## config.mk

```make
export PLATFORM = sky130hd
export DESIGN_NAME = acs_sequencer
export DESIGN_NICKNAME = d
export VERILOG_FILES = /design/src/logic/acs_pkg.sv /design/src/logic/acs_sequencer.sv /design/src/logic/acs_clock_div.sv /design/src/logic/acs_pin_mux.sv
export SDC_FILE = /design/constraint.sdc
export NUM_CORES = 1
export LEC_CHECK = 0
export ABC_AREA = 1
export ABC_CLOCK_PERIOD_IN_PS = 2050
export BUFFER_PORTS_ARGS = -buffer_cell sky130_fd_sc_hd__buf_4
export CORE_MARGIN = 2
export CORE_UTILIZATION = 50
export CTS_CLUSTER_DIAMETER = 50
export DETAILED_ROUTE_END_ITERATION = 10
export PLACE_DENSITY_LB_ADDON = 0.1
export REMOVE_ABC_BUFFERS = 1
export SYNTH_ARGS = -nofsm -noshare
export SYNTH_HDL_FRONTEND = slang
export SYNTH_SLANG_ARGS = --single-unit
```

## constraint.sdc

```tcl
create_clock -name clk -period 2.05 [get_ports clk]
set_input_delay 0.1025 -clock clk [delete_from_list [all_inputs] [get_ports clk]]
set_output_delay 0.1025 -clock clk [all_outputs]
set_load 0.02 [all_outputs]
```

## src/logic/acs_pkg.sv

```systemverilog
// constants for the converter sequencer control block
package acs_pkg;
    localparam logic [7:0] ACS_OFF_CONV_CONTROL = 8'h00;
    localparam logic [7:0] ACS_OFF_CLOCK_SELECT = 8'h01;
    localparam logic [7:0] ACS_OFF_PIN_LOW = 8'h02;
    localparam logic [7:0] ACS_OFF_PIN_HIGH = 8'h03;
    localparam logic [7:0] ACS_OFF_RESULT_LOW = 8'h04;
    localparam logic [7:0] ACS_OFF_RESULT_HIGH = 8'h05;
    localparam logic [7:0] ACS_OFF_IRQ_CONTROL = 8'h06;
    localparam int ACS_BIT_START = 7;
    localparam int ACS_BIT_BUSY = 6;
    localparam int ACS_BIT_MASTER_IE = 0;
    localparam int ACS_BIT_CONV_IE = 1;
    localparam int ACS_BIT_CONV_REQ = 2;
    localparam logic [3:0] ACS_CHAN_RESET = 4'h0;
    localparam logic [1:0] ACS_DIV_RESET = 2'h0;
    localparam logic [6:0] ACS_PINL_RESET = 7'h00;
    localparam logic [1:0] ACS_PINH_RESET = 2'h0;
    localparam logic [3:0] ACS_CHAN_FIRST = 4'h1;
    localparam logic [3:0] ACS_CHAN_INTERNAL = 4'h9;
    localparam logic [1:0] ACS_DIV_2 = 2'h0;
    localparam logic [1:0] ACS_DIV_8 = 2'h1;
    localparam logic [1:0] ACS_DIV_32 = 2'h2;
    localparam logic [4:0] ACS_HALF_2 = 5'h00;
    localparam logic [4:0] ACS_HALF_8 = 5'h03;
    localparam logic [4:0] ACS_HALF_32 = 5'h0F;
    localparam logic [4:0] ACS_CONV_PERIODS = 5'h10;
endpackage : acs_pkg

```

## src/logic/acs_sequencer.sv

```systemverilog
// top of the converter sequencer control block with register port
`timescale 1ns/1ps
`default_nettype none
module acs_sequencer
    import acs_pkg::*;
#(
    parameter int RESULT_WIDTH = 12
) (
    input wire logic clk,
    input wire logic reset_n,
    input wire logic [7:0] reg_addr,
    input wire logic [7:0] reg_wdata,
    input wire logic reg_write,
    input wire logic reg_read,
    output logic [7:0] reg_rdata,
    input wire logic [RESULT_WIDTH-1:0] conv_data_in,
    input wire logic [7:0] port_dir_in,
    input wire logic [7:0] pullup_cfg,
    output logic conv_reset,
    output logic conv_active,
    output logic conv_sample,
    output logic [8:0] channel_onehot,
    output logic [7:0] pin_analog,
    output logic [7:0] pin_dir_in,
    output logic [7:0] pin_pullup_on,
    output logic internal_analog_channel,
    output logic conv_irq
);
    typedef enum logic [1:0] {
        ACS_IDLE = 2'b00,
        ACS_HELD = 2'b01,
        ACS_RUN = 2'b10
    } acs_state_t;

    acs_state_t state_r;
    logic start_r;
    logic busy_r;
    logic [3:0] chan_r;
    logic [1:0] div_r;
    logic [6:0] pinl_r;
    logic [1:0] pinh_r;
    logic master_ie_r;
    logic conv_ie_r;
    logic conv_req_r;
    logic [4:0] period_cnt_r;
    logic [RESULT_WIDTH-1:0] result_r;
    logic [7:0] reg_rdata_r;
    logic period_tick;
    logic conv_done;
    logic start_rise;
    logic start_fall;
    logic wr_control;
    logic wr_irq;
    logic wr_clock;
    logic wr_pin_low;
    logic wr_pin_high;
    logic conv_abort;
    logic period_last;
    logic irq_enabled;
    // next values of the sequence and bus registers
    acs_state_t state_nxt;
    logic busy_nxt;
    logic [4:0] period_cnt_nxt;
    logic conv_req_nxt;
    logic [7:0] reg_rdata_nxt;
    // register views seen by the read port
    logic [7:0] view_control;
    logic [7:0] view_clock;
    logic [7:0] view_pin_low;
    logic [7:0] view_pin_high;
    logic [7:0] view_result_low;
    logic [7:0] view_result_high;
    logic [7:0] view_irq;

    function automatic logic hit(input logic [7:0] a, input logic [7:0] off);
        hit = (a == off);
    endfunction : hit

    // bus write decodes
    assign wr_control = reg_write && hit(reg_addr, ACS_OFF_CONV_CONTROL);
    assign wr_clock = reg_write && hit(reg_addr, ACS_OFF_CLOCK_SELECT);
    assign wr_pin_low = reg_write && hit(reg_addr, ACS_OFF_PIN_LOW);
    assign wr_pin_high = reg_write && hit(reg_addr, ACS_OFF_PIN_HIGH);
    assign wr_irq = reg_write && hit(reg_addr, ACS_OFF_IRQ_CONTROL);

    // start pulse edges
    assign start_rise = wr_control && reg_wdata[ACS_BIT_START] && !start_r;
    assign start_fall = wr_control && !reg_wdata[ACS_BIT_START] && start_r;
    assign conv_abort = start_rise && (state_r == ACS_RUN);

    // end of the sixteenth converter clock period
    assign period_last = (period_cnt_r == ACS_CONV_PERIODS - 5'h01);
    assign conv_done = (state_r == ACS_RUN) && period_tick && period_last;
    assign irq_enabled = conv_ie_r && master_ie_r;

    acs_clock_div u_div (
        .clk(clk),
        .reset_n(reset_n),
        .run(state_r == ACS_RUN),
        .conv_clock_divider_field(div_r),
        .period_tick(period_tick)
    );

    acs_pin_mux u_mux (
        .pin_analog_enables_low(pinl_r),
        .pin_analog_enable_8(pinh_r[0]),
        .internal_channel_enable(pinh_r[1]),
        .channel_select_field(chan_r),
        .port_dir_in(port_dir_in),
        .pullup_cfg(pullup_cfg),
        .pin_analog(pin_analog),
        .pin_dir_in(pin_dir_in),
        .pin_pullup_on(pin_pullup_on),
        .internal_analog_channel(internal_analog_channel),
        .channel_onehot(channel_onehot),
        .channel_valid()
    );

    // start bit, reads back as written
    always_ff @(posedge clk or negedge reset_n) begin
        if (!reset_n) begin
            start_r <= 1'b0;
        end else if (wr_control) begin
            start_r <= reg_wdata[ACS_BIT_START];
        end
    end

    // channel select field
    always_ff @(posedge clk or negedge reset_n) begin
        if (!reset_n) begin
            chan_r <= ACS_CHAN_RESET;
        end else if (wr_control) begin
            chan_r <= reg_wdata[3:0];
        end
    end

    // converter clock divider field
    always_ff @(posedge clk or negedge reset_n) begin
        if (!reset_n) begin
            div_r <= ACS_DIV_RESET;
        end else if (wr_clock) begin
            div_r <= reg_wdata[1:0];
        end
    end

    // low pin analog enables
    always_ff @(posedge clk or negedge reset_n) begin
        if (!reset_n) begin
            pinl_r <= ACS_PINL_RESET;
        end else if (wr_pin_low) begin
            pinl_r <= reg_wdata[7:1];
        end
    end

    // high pin analog enables
    always_ff @(posedge clk or negedge reset_n) begin
        if (!reset_n) begin
            pinh_r <= ACS_PINH_RESET;
        end else if (wr_pin_high) begin
            pinh_r <= reg_wdata[1:0];
        end
    end

    // interrupt enables
    always_ff @(posedge clk or negedge reset_n) begin
        if (!reset_n) begin
            master_ie_r <= 1'b0;
            conv_ie_r <= 1'b0;
        end else if (wr_irq) begin
            master_ie_r <= reg_wdata[ACS_BIT_MASTER_IE];
            conv_ie_r <= reg_wdata[ACS_BIT_CONV_IE];
        end
    end

    // next state of the conversion sequence
    always_comb begin
        state_nxt = state_r;
        busy_nxt = busy_r;
        period_cnt_nxt = period_cnt_r;
        unique case (state_r)
            ACS_IDLE: begin
                if (start_rise) begin
                    state_nxt = ACS_HELD;
                    busy_nxt = 1'b1;
                end
            end
            ACS_HELD: begin
                busy_nxt = 1'b1;
                if (start_fall) begin
                    state_nxt = ACS_RUN;
                    period_cnt_nxt = 5'h00;
                end
            end
            ACS_RUN: begin
                if (conv_abort) begin
                    state_nxt = ACS_HELD;
                    busy_nxt = 1'b1;
                end else if (conv_done) begin
                    state_nxt = ACS_IDLE;
                    busy_nxt = 1'b0;
                end else if (period_tick) begin
                    period_cnt_nxt = period_cnt_r + 5'h01;
                end
            end
            default: begin
                state_nxt = ACS_IDLE;
            end
        endcase
    end

    // sequence state
    always_ff @(posedge clk or negedge reset_n) begin
        if (!reset_n) begin
            state_r <= ACS_IDLE;
        end else begin
            state_r <= state_nxt;
        end
    end

    // busy flag, one after reset
    always_ff @(posedge clk or negedge reset_n) begin
        if (!reset_n) begin
            busy_r <= 1'b1;
        end else begin
            busy_r <= busy_nxt;
        end
    end

    // converter period counter
    always_ff @(posedge clk or negedge reset_n) begin
        if (!reset_n) begin
            period_cnt_r <= 5'h00;
        end else begin
            period_cnt_r <= period_cnt_nxt;
        end
    end

    // result capture at the end of conversion
    always_ff @(posedge clk or negedge reset_n) begin
        if (!reset_n) begin
            result_r <= '0;
        end else if (conv_done) begin
            result_r <= conv_data_in;
        end
    end

    // request flag; set wins over software clear
    always_comb begin
        conv_req_nxt = conv_req_r;
        if (conv_done) begin
            conv_req_nxt = 1'b1;
        end else if (wr_irq) begin
            conv_req_nxt = reg_wdata[ACS_BIT_CONV_REQ];
        end
    end

    // request flag register
    always_ff @(posedge clk or negedge reset_n) begin
        if (!reset_n) begin
            conv_req_r <= 1'b0;
        end else begin
            conv_req_r <= conv_req_nxt;
        end
    end

    // register read views; unused bits read zero
    assign view_control = {start_r, busy_r, 2'h0, chan_r};
    assign view_clock = {6'h00, div_r};
    assign view_pin_low = {pinl_r, 1'h0};
    assign view_pin_high = {6'h00, pinh_r};
    assign view_result_low = {result_r[3:0], 4'h0};
    assign view_result_high = result_r[11:4];
    assign view_irq = {5'h00, conv_req_r, conv_ie_r, master_ie_r};

    // read data select, zero outside a read
    always_comb begin
        reg_rdata_nxt = 8'h00;
        if (reg_read) begin
            unique case (reg_addr)
                ACS_OFF_CONV_CONTROL: begin
                    reg_rdata_nxt = view_control;
                end
                ACS_OFF_CLOCK_SELECT: begin
                    reg_rdata_nxt = view_clock;
                end
                ACS_OFF_PIN_LOW: begin
                    reg_rdata_nxt = view_pin_low;
                end
                ACS_OFF_PIN_HIGH: begin
                    reg_rdata_nxt = view_pin_high;
                end
                ACS_OFF_RESULT_LOW: begin
                    reg_rdata_nxt = view_result_low;
                end
                ACS_OFF_RESULT_HIGH: begin
                    reg_rdata_nxt = view_result_high;
                end
                ACS_OFF_IRQ_CONTROL: begin
                    reg_rdata_nxt = view_irq;
                end
                default: begin
                    reg_rdata_nxt = 8'h00;
                end
            endcase
        end
    end

    // read data one cycle after the strobe
    always_ff @(posedge clk or negedge reset_n) begin
        if (!reset_n) begin
            reg_rdata_r <= 8'h00;
        end else begin
            reg_rdata_r <= reg_rdata_nxt;
        end
    end

    assign reg_rdata = reg_rdata_r;
    assign conv_reset = (state_r == ACS_HELD);
    assign conv_active = (state_r == ACS_RUN);
    assign conv_sample = conv_done;
    assign conv_irq = conv_req_r && irq_enabled;
endmodule : acs_sequencer
`default_nettype wire

```

## src/logic/acs_clock_div.sv

```systemverilog
// converter clock divider producing one tick per converter clock period
`timescale 1ns/1ps
`default_nettype none
module acs_clock_div
    import acs_pkg::*;
(
    input wire logic clk,
    input wire logic reset_n,
    input wire logic run,
    input wire logic [1:0] conv_clock_divider_field,
    output logic period_tick
);
    logic [4:0] half_r;
    logic phase_r;
    logic [4:0] limit;
    always_comb begin
        unique case (conv_clock_divider_field)
            ACS_DIV_2: limit = ACS_HALF_2;
            ACS_DIV_8: limit = ACS_HALF_8;
            ACS_DIV_32: limit = ACS_HALF_32;
            default: limit = ACS_HALF_32;
        endcase
    end
    // counts half periods; tick at the end of each full period
    always_ff @(posedge clk or negedge reset_n) begin
        if (!reset_n) begin
            half_r <= 5'h00;
            phase_r <= 1'b0;
        end else if (!run) begin
            half_r <= 5'h00;
            phase_r <= 1'b0;
        end else if (half_r >= limit) begin
            half_r <= 5'h00;
            phase_r <= ~phase_r;
        end else begin
            half_r <= half_r + 5'h01;
        end
    end
    assign period_tick = run && phase_r && (half_r >= limit);
endmodule : acs_clock_div
`default_nettype wire

```

## src/logic/acs_pin_mux.sv

```systemverilog
// analog pin function selection and channel decode
`timescale 1ns/1ps
`default_nettype none
module acs_pin_mux
    import acs_pkg::*;
(
    input wire logic [6:0] pin_analog_enables_low,
    input wire logic pin_analog_enable_8,
    input wire logic internal_channel_enable,
    input wire logic [3:0] channel_select_field,
    input wire logic [7:0] port_dir_in,
    input wire logic [7:0] pullup_cfg,
    output logic [7:0] pin_analog,
    output logic [7:0] pin_dir_in,
    output logic [7:0] pin_pullup_on,
    output logic internal_analog_channel,
    output logic [8:0] channel_onehot,
    output logic channel_valid
);
    assign pin_analog = {pin_analog_enable_8, pin_analog_enables_low};
    assign internal_analog_channel = internal_channel_enable;
    assign pin_pullup_on = pullup_cfg & ~pin_analog;
    assign pin_dir_in = port_dir_in | pin_analog;
    assign channel_valid = (channel_select_field >= ACS_CHAN_FIRST)
        && (channel_select_field <= ACS_CHAN_INTERNAL);
    genvar g;
    generate
        for (g = 0; g < 9; g++) begin : g_chan
            assign channel_onehot[g] = channel_valid
                && (channel_select_field == 4'(g + 1));
        end
    endgenerate
endmodule : acs_pin_mux
`default_nettype wire

```

==> results of run 1 <==
[flip-flops by register name, indices dropped and copies added (netlist names), 2 cells and up]
| signal | cells |
|---|---|
| chan_r | 4 |
| div_r | 2 |
| period_cnt_r | 5 |
| pinh_r | 2 |
| pinl_r | 7 |
| reg_rdata | 8 |
| result_r | 12 |
| state_r | 2 |
| u_div.half_r | 5 |
[logic make-up after synthesis]
family | after synthesis
AOI/OAI and AO/OA | 40
xor gates and xnor gates | 4
adders and majority gates | 7
buffers and inverters | 58
DFF | 53
muxes | 3
and+or+nand+nor | 184
[cells in the mapped netlist]
cell / n / share of area
sky130_fd_sc_hd__nand3_1: 12 / 0.022
sky130_fd_sc_hd__o211ai_1: 3 / 0.0082
sky130_fd_sc_hd__o21ai_0: 27 / 0.049
sky130_fd_sc_hd__o31ai_1: 1 / 0.0027
sky130_fd_sc_hd__a21oi_1: 3 / 0.0054
sky130_fd_sc_hd__mux2_4: 2 / 0.011
sky130_fd_sc_hd__nor3_4: 1 / 0.0059
sky130_fd_sc_hd__nor2_4: 1 / 0.0041
sky130_fd_sc_hd__nor3_1: 11 / 0.020
sky130_fd_sc_hd__nand4_1: 7 / 0.016
sky130_fd_sc_hd__nor2_2: 3 / 0.0068
sky130_fd_sc_hd__clkbuf_1: 1 / 0.0014
sky130_fd_sc_hd__nor2_1: 38 / 0.052
sky130_fd_sc_hd__nand2_4: 1 / 0.0041
sky130_fd_sc_hd__mux2_2: 1 / 0.0041
sky130_fd_sc_hd__inv_2: 4 / 0.0054
sky130_fd_sc_hd__ha_1: 7 / 0.032
sky130_fd_sc_hd__o22ai_1: 2 / 0.0045
sky130_fd_sc_hd__buf_2: 2 / 0.0036
sky130_fd_sc_hd__xor2_1: 3 / 0.0095
sky130_fd_sc_hd__nor3b_1: 1 / 0.0027
sky130_fd_sc_hd__and3_1: 1 / 0.0023
sky130_fd_sc_hd__inv_1: 49 / 0.067
sky130_fd_sc_hd__or2_2: 9 / 0.020
sky130_fd_sc_hd__nand2_1: 94 / 0.13
sky130_fd_sc_hd__nor3_2: 1 / 0.0036
sky130_fd_sc_hd__buf_6: 1 / 0.0041
sky130_fd_sc_hd__nor4_1: 1 / 0.0023
sky130_fd_sc_hd__dfrtp_1: 52 / 0.47
sky130_fd_sc_hd__nand2_2: 2 / 0.0045
sky130_fd_sc_hd__o21ai_1: 4 / 0.0073
sky130_fd_sc_hd__dfstp_2: 1 / 0.0095
sky130_fd_sc_hd__nand3_2: 1 / 0.0036
sky130_fd_sc_hd__buf_4: 1 / 0.0027
sky130_fd_sc_hd__xnor2_1: 1 / 0.0032
[tightest hold or removal path: stages]
cell and delay [ns]:
sky130_fd_sc_hd__buf_4 0.08, sky130_fd_sc_hd__nand2_1 0.04, sky130_fd_sc_hd__o21ai_0 0.06
[power by group]
part	internal (mW)	switching (mW)	leakage, nW	total, mW
sequential	1.08	0.0276	0.666	1.11
clock	0.242	0.332	0.0385	0.574
combinational	0.149	0.155	1.31	0.304
total	1.47	0.514	2.01	1.99
[through the flow]
step,util,setup WS (ns),area [um2]
CTS,0.685,0.0156,3700
detailed placement,0.655,0.101,3540
global route,0.692,0.00720,3740
floorplan,-,0.169,2720
global placement,0.655,0.201,3540
finish,0.692,0.135,3740
[per-layer routing]
metal	part of all wire	vias to the layer above
li1	-	1321
met4	0.014	0
met5	0	-
met3	0.077	9
met2	0.48	80
met1	0.43	1204
[layout make-up]
type,instances,area [um2]
clock buffers,7,76.3
fillers,468,1660
well taps,72,90.1
flip-flops and latches,53,1330
repair buffers,108,828
multi-input cells,238,1210
clock inverters,1,7.51
inverters,53,201
[timing repair]
item,CTS,global route
setup endpoints to repair,1,17
gates resized for setup,2,2
hold buffers,5,2
pin swaps,0,1
buffers inserted,2,2
hold endpoints to repair,56,2
[path summary, 6_finish.rpt]
kind                                 startpoint            to  slack (ns)
worst max-delay path                   div_r[1]   conv_sample        0.13
worst min-delay path            conv_data_in[0]   result_r[0]       0.006
worst max register to register         div_r[1]   result_r[7]        0.18
worst min register to register           busy_r        busy_r        0.47
max in group asynchronous               reset_n   master_ie_r        1.25
min in group asynchronous               reset_n  reg_rdata[5]        0.37
==> results.txt, run 1 <==
The core area is 5410 um2. The signal on the critical path passes through nor2_2 -> inv_1 -> ha_1 -> inv_1 -> nand2_1 -> nand3_1 -> nand2_2 -> nand3_4 -> inv_4 -> buf_4. Max-cap violations in this run came to 0. Counting buffers and inverters, the worst setup path is 10 cells deep.

In this run, the number of DRC markers left after iteration 0 of detailed routing was 159. The run gives 0.00525 ns as the setup skew after layout. The via count of the first global-routing pass came out at 2463. In this run, CTS created clock tree buffers numbering 5. The count of H-tree levels built during CTS was 2. The highest fanout seen on the critical path came out at 6. Wire length of the first global-routing pass: 11.2 mm. Sink count of the clock tree: 53. The highest-delay cell along the critical path is sky130_fd_sc_hd__dfrtp_1. After global routing the overflow that remains totals 0. The tools report the total iterations of the first detailed-routing run as 5. Setup repair after global routing left no endpoint under its margin.

The die is 78.3 um tall. After detailed placement, the design holds a cell count of 513. 94 I/O pins were placed. The library cell used most frequently in the layout, excluding fill and tap cells, is sky130_fd_sc_hd__buf_4.

The critical path contains buffers and inverters numbering 4 combined. The worst hold path belongs to the class in2reg. The portion of netlist area occupied by mux cells was 0.0150; the worst path required time was 1.95 ns. The global routing usage on met1 is 0.294. The remaining design rule violation count came out at 0.

The layer with the highest usage after global routing is met2. For the overall routing resource usage, the log shows 0.230. Simple-gate share of the synthesized area: 0.298.

The largest voltage drop on the vdd net is 0.301 mV. The synthesized area per cell was 7.90 um2; the number of endpoints with negative hold slack in the final report was 0. The synthesized instance count was 349; the post-synthesis instance area was 2760 um2. For the worst setup path, the data arrival time is 1.81 ns. Maximum clock insertion buffer count: 2. Counting flops and latches in the post-synthesis netlist gives 53. The hold-critical path depth was 3. The final instance count without filler cells was 532; the clock slew seen by the registers of the worst setup and hold paths was 0.09 ns. The portion of the clock cycle consumed by the worst path in the final layout is 0.934, and the largest incremental delay on the critical path is 0.42 ns.

The relative slew slack is 0.562, and the ratio of cells with drive above 1 in the final layout is 0.296. The tools report the static leakage power as 2.01 nW. Met2 track utilization from global routing: 0.389.

The tools report the sequential area share after synthesis as 0.482. The kind of cell with the highest combined delay on the critical path was simple AND/OR/NAND/NOR gates. The logs give 35 for the unique cell type count in the Yosys netlist and 0 for the post-detailed-route count of antenna-violating nets. The effective utilization at floorplan was 0.510; the insertion delay to the later sink of the worst-skew pair was 0.31 ns. The type of element launching the critical path was a flop. The critical path in this run is classified as reg2out. The largest family of logic cells by synthesized area was simple AND/OR/NAND/NOR gates. The adder-cell share of the synthesized area came out at 0.0318. Leaving out fill and tap cells, the most frequent cells in the layout are sky130_fd_sc_hd__buf_4 (101), sky130_fd_sc_hd__nand2_1 (93), sky130_fd_sc_hd__dfrtp_1 (52). For the number of synthesis warnings, the log shows 0. The root cell of the clock tree is sky130_fd_sc_hd__clkbuf_8. The design draws 1.99 mW. The clock period could shrink to 1.92 ns. The cell that appears most often on the critical path is sky130_fd_sc_hd__inv_1.

For the final wirelength, the log shows 6.65 mm. The number of antenna diodes in the final layout is 0. The relative area change from synthesis to final layout was 35.7%; the average wire per standard cell was 12.5 um. The tools report the max-slew violation count as 0.

Global routing met3 resource utilization: 0.0552. The transition time at the pin with the least slew margin came out at 0.658 ns. Buffers placed on the I/O ports in this run total 93. Total power divided by cell area: 531 nW/um2. The die is 78.3 um wide. Setup violations remaining at the end of the flow were counted as 0. Hold timing on the final database bottoms out at a slack of 0.00568 ns.

For the number of antenna violations at the first check in global routing, the log shows 0. TritonCTS built the clock tree. Using the TritonRoute via totals, the vias-per-cell ratio works out to 4.91.

The placed wire-length estimate is 4.98 mm. Derived from the worst setup path, the maximum achievable clock frequency is 522 MHz. The run finished with clean final reports. The worst register-to-register path has a depth of 13. The post-synthesis compound-gate area fraction is 0.0772.

The xor/xnor cell area share of the yosys netlist is 0.0127. Entering global routing, the biggest net connects 54 pins. The logs give 6120 um2 for the floorplan die area and 0.776 for the placer congestion estimate.

The endpoint type of the worst setup path was a primary output. The routed layout has 2614 vias. Summed over all failing endpoints, the final setup total negative slack is 0 ns. The tools report the number of nets in the finished design as 514. The initialized floorplan defines 27 standard-cell rows.
(Power assumes the default switching activity.)
==> run 2: changes to the inputs <==
ABC_AREA = default   (was 1)
CORE_UTILIZATION = 51   (was 50)
==> run 2 against run 1 <==
Compared with the run above:
- clock power rose by 26%
- critical endpoint unchanged
- sequential power barely moved
- the flow now finishes with violations (setup timing)
- non-clock buffer count fell by 4
- combinational power rose by 3%
==> results.txt, run 2 <==
The number of input and output port buffers inserted was 93. Summed over all cells, the static leakage comes to 1.95 nW. The sequential area share after synthesis came out at 0.468. The signal on the critical path passes through or2_4 -> ha_4 -> inv_2 -> a21oi_2 -> o2111a_2 -> buf_12 -> buf_8.

Data on the critical path arrives at its endpoint at 2.00 ns. The run finished, with violations left. The post-synthesis instance area was 2830 um2; the cell-internal power was 1.59 mW.

Register name with the most flops: result_r. The highest fanout seen on the critical path works out to 5. Average wire per standard cell: 15.5 um.

Counting tap cells, the placed design contains a total of 415 instances. The share of the synthesized area in the top cell type was 0.459. Setup repair after global routing could not meet its margin everywhere. Number of DRC markers after the initial detailed-route iteration: 108. The total overflow left after global routing is 0.

By area the synthesized netlist is led by sky130_fd_sc_hd__dfrtp_1 (46%), sky130_fd_sc_hd__mux2_2 (10%), sky130_fd_sc_hd__mux2_4 (3.7%). During synthesis, Yosys emitted a total of 0 warnings. The tools report the max-slew violation count as 0.

The maximum clock rate came out at 475 MHz. The most area-hungry cell type in the Yosys netlist is sky130_fd_sc_hd__dfrtp_1. The unique cell type count in the Yosys netlist was 45; the final worst setup slack was -0.0570 ns. The maximum clock insertion buffer count is 2, and the number of nets in the finished design is 413.

The overall routing resource usage is 0.221, and the number of max-cap violations is 0. The post-detailed-route count of antenna-violating nets was 0; the portion of total power attributed to the clock network was 0.342. Final count of negative-setup-slack endpoints: 12. The repair_antennas step left the layout with diodes totalling 0. The top cell types in the final layout, fill and taps aside, are sky130_fd_sc_hd__buf_4 (97), sky130_fd_sc_hd__dfrtp_1 (52), sky130_fd_sc_hd__nor2_1 (23). The run gives 10.7 mm as the wire length of the first global-routing pass. The setup path with the least slack is of type reg2out. Counting instances in the post-synthesis netlist gives the leading cell types as sky130_fd_sc_hd__dfrtp_1 (52), sky130_fd_sc_hd__mux2_2 (26), sky130_fd_sc_hd__nor2_1 (23). The floorplan step set the die height to 78.5 um. The run gives 0.521 as the effective utilization at floorplan. The worst hold path passes through 2 cells.

The share of synthesized registers carrying an async set or reset is 1.00, and the placer congestion estimate is 0.764. The startpoint identified for the worst hold timing path is reg_wdata[6]. From synthesis to final layout, the design area changed by 37.0%. The finished layout holds 431 standard cells, fillers aside. At the later pin of the worst-skew pair, clock insertion delay measures 0.32 ns. The library cell used most frequently in the layout, excluding fill and tap cells, is sky130_fd_sc_hd__buf_4. The shortest clock period the worst path allows after layout was 2.11 ns; the total power divided by cell area was 547 nW/um2.

The endpoint identified for the worst register-to-register timing path is result_r[8]. Buffers inserted during clock tree synthesis total 5. The commonest register cell after synthesis was sky130_fd_sc_hd__dfrtp_1.

Highest-delay cell along the critical path: sky130_fd_sc_hd__dfrtp_1. The post-synthesis sequential element count works out to 53. The synthesized area per cell works out to 11.0 um2. For hold timing, the worst endpoint is pinl_r[5].

The I/O pin count is 94. TritonCTS built the clock tree. The flip-flop count of the largest register, all copies and words added is 12, and the placed wire-length estimate is 4.57 mm.

The routed layout has 2270 vias. The tools report the root cell of the clock tree as sky130_fd_sc_hd__clkbuf_8. Entering global routing, the biggest net connects 54 pins. The setup check on the worst reg-to-reg path leaves a slack of -0.05 ns. For this block, the routed nets add up to 6.67 mm of wire. The floorplan has 27 rows. In the routed design, unresolved DRC markers number 0. The largest voltage drop on the vdd net came out at 0.413 mV.

The final reports fail on setup timing. The end-of-flow core utilization was 0.714; the net switching component of the power was 0.536 mW. Between clock sinks in the finished design, the worst skew comes to 0.00953 ns. The run gives 0.511 as the sequential share of power. The H-tree was split into 2 levels. The floorplan step defined a die boundary enclosing 6170 um2. Data on the critical path is required at its endpoint by 1.95 ns.

Number of enable-type register cells in the synthesized netlist: 0. The worst register-to-register path begins at div_r[1]. For the synthesized instance count, the log shows 257. Class of the most critical hold timing path: in2reg.

For the pin with the worst max-slew slack, the measured transition is 0.660 ns. The ratio of cells with drive above 1 in the final layout is 0.479, and the sink count of the clock tree is 53. The number of endpoints with negative hold slack in the final report is 0, and the clock slew seen by the registers of the worst setup and hold paths is 0.10 ns. The number of antenna violations at the first check in global routing was 0; the core area was 5440 um2. The switching power as a share of total power works out to 0.252.

After detailed routing, the number of vias per cell comes to 5.27. The relative slew slack is 0.560, and the horizontal die dimension is 78.5 um. The run gives 0.147 as the combinational share of power. The via count of the first global-routing pass was 2235. The worst setup path is launched from a flop. Endpoint type of the worst setup path: a primary output. The portion of the clock cycle consumed by the worst path in the final layout was 1.03. The most common cell in the synthesized netlist is sky130_fd_sc_hd__dfrtp_1. For the worst flop-to-flop path, the logic depth is 8. In this design, the stage delay of the slowest critical-path cell is 0.42 ns. Total iterations of the first detailed-routing run: 4.
-- run 2: changes by cell type after synthesis, sizes merged, moves of 6 or more --
cell | previous run | this run
nand2b | 0 | 6
nand2 | 97 | 19
mux2 | 3 | 33
inv | 53 | 7
o21ai | 31 | 5
mux2i | 0 | 8
nor2b | 0 | 13
nor3 | 13 | 7
nor2 | 42 | 23
and3 | 1 | 7
-- run 2: kinds of logic after synthesis --
| logic type | share of synthesized area |
|---|---|
| AO/OA/AOI/OAI | 0.0596 |
| buffers and inverters | 0.0371 |
| multiplexers | 0.169 |
| XOR/XNOR | 0.0124 |
| flip-flops | 0.468 |
| adder cells (fa/ha/maj) | 0.0309 |
| AND/OR/NAND/NOR | 0.223 |
-- run 2: power groups by stage --
stage	logic, mW	registers [mW]	clock network (mW)
final	0.312	1.09	0.726
after global routing	0.336	1.09	0.781
after CTS	0.299	1.09	0.741
after detailed placement	0.292	1.11	0
after global placement	0.288	1.10	0
after floorplan	0.122	1.11	0
-- run 2: worst max-delay path by stage --
stage               startpoint          end  slack (ns)
finish                div_r[1]  conv_sample       -0.06
global route          div_r[1]  conv_sample       -0.12
CTS                   div_r[0]  result_r[2]       -0.01
detailed placement    div_r[1]  result_r[3]       -0.04
global placement      div_r[1]  result_r[1]       -0.02
floorplan             div_r[1]  result_r[0]       -0.33
-- run 2: metrics by stage --
step,hold slack [ns],cell area (um2),setup TNS [ns],setup slack [ns],power [mW]
6_report,0.00774,3880,-0.434,-0.0570,2.12
5_1_grt,0.000744,3880,-1.19,-0.122,2.21
4_1_cts,0.00501,3790,-0.0138,-0.0138,2.13
3_5_place_dp,0.178,3580,-0.239,-0.0425,1.40
3_3_place_gp,0.180,3580,-0.116,-0.0236,1.39
2_1_floorplan,-0.193,2760,-3.96,-0.333,1.23
-- run 2: metal layers --
metal / global-route usage / part of all wire / up-vias
met2: 0.386 / 0.52 / 57
met3: 0.0425 / 0.046 / 5
li1: - / - / 1109
met4: 0.0719 / 0.012 / 0
met5: 0 / 0 / -
met1: 0.274 / 0.42 / 1099
-- run 2: layout make-up --
type,instances,area (um2)
fillers,412,1560
multi-input cells,187,1470
flip-flops and latches,53,1330
repair buffers,104,851
well taps,72,90.1
clock buffers,5,68.8
clock inverters,3,46.3
inverters,7,26.3
-- run 2: repair_timing --
item	in CTS	in global routing
setup buffers	3	2
hold endpoints to repair	52	1
cloned	1	0
pin swaps	4	5
hold buffers	1	1
endpoints found under the setup margin	13	15
gates resized for setup	6	12
-- run 2: critical path, delay by kind of cell, from the launching register on --
family,cells,cell delay (ns)
AND/OR/NAND/NOR,1,0.28
buffers and inverters,3,0.28
adder cells (fa/ha/maj),1,0.26
AO/OA/AOI/OAI,2,0.46
flip-flops,1,0.42
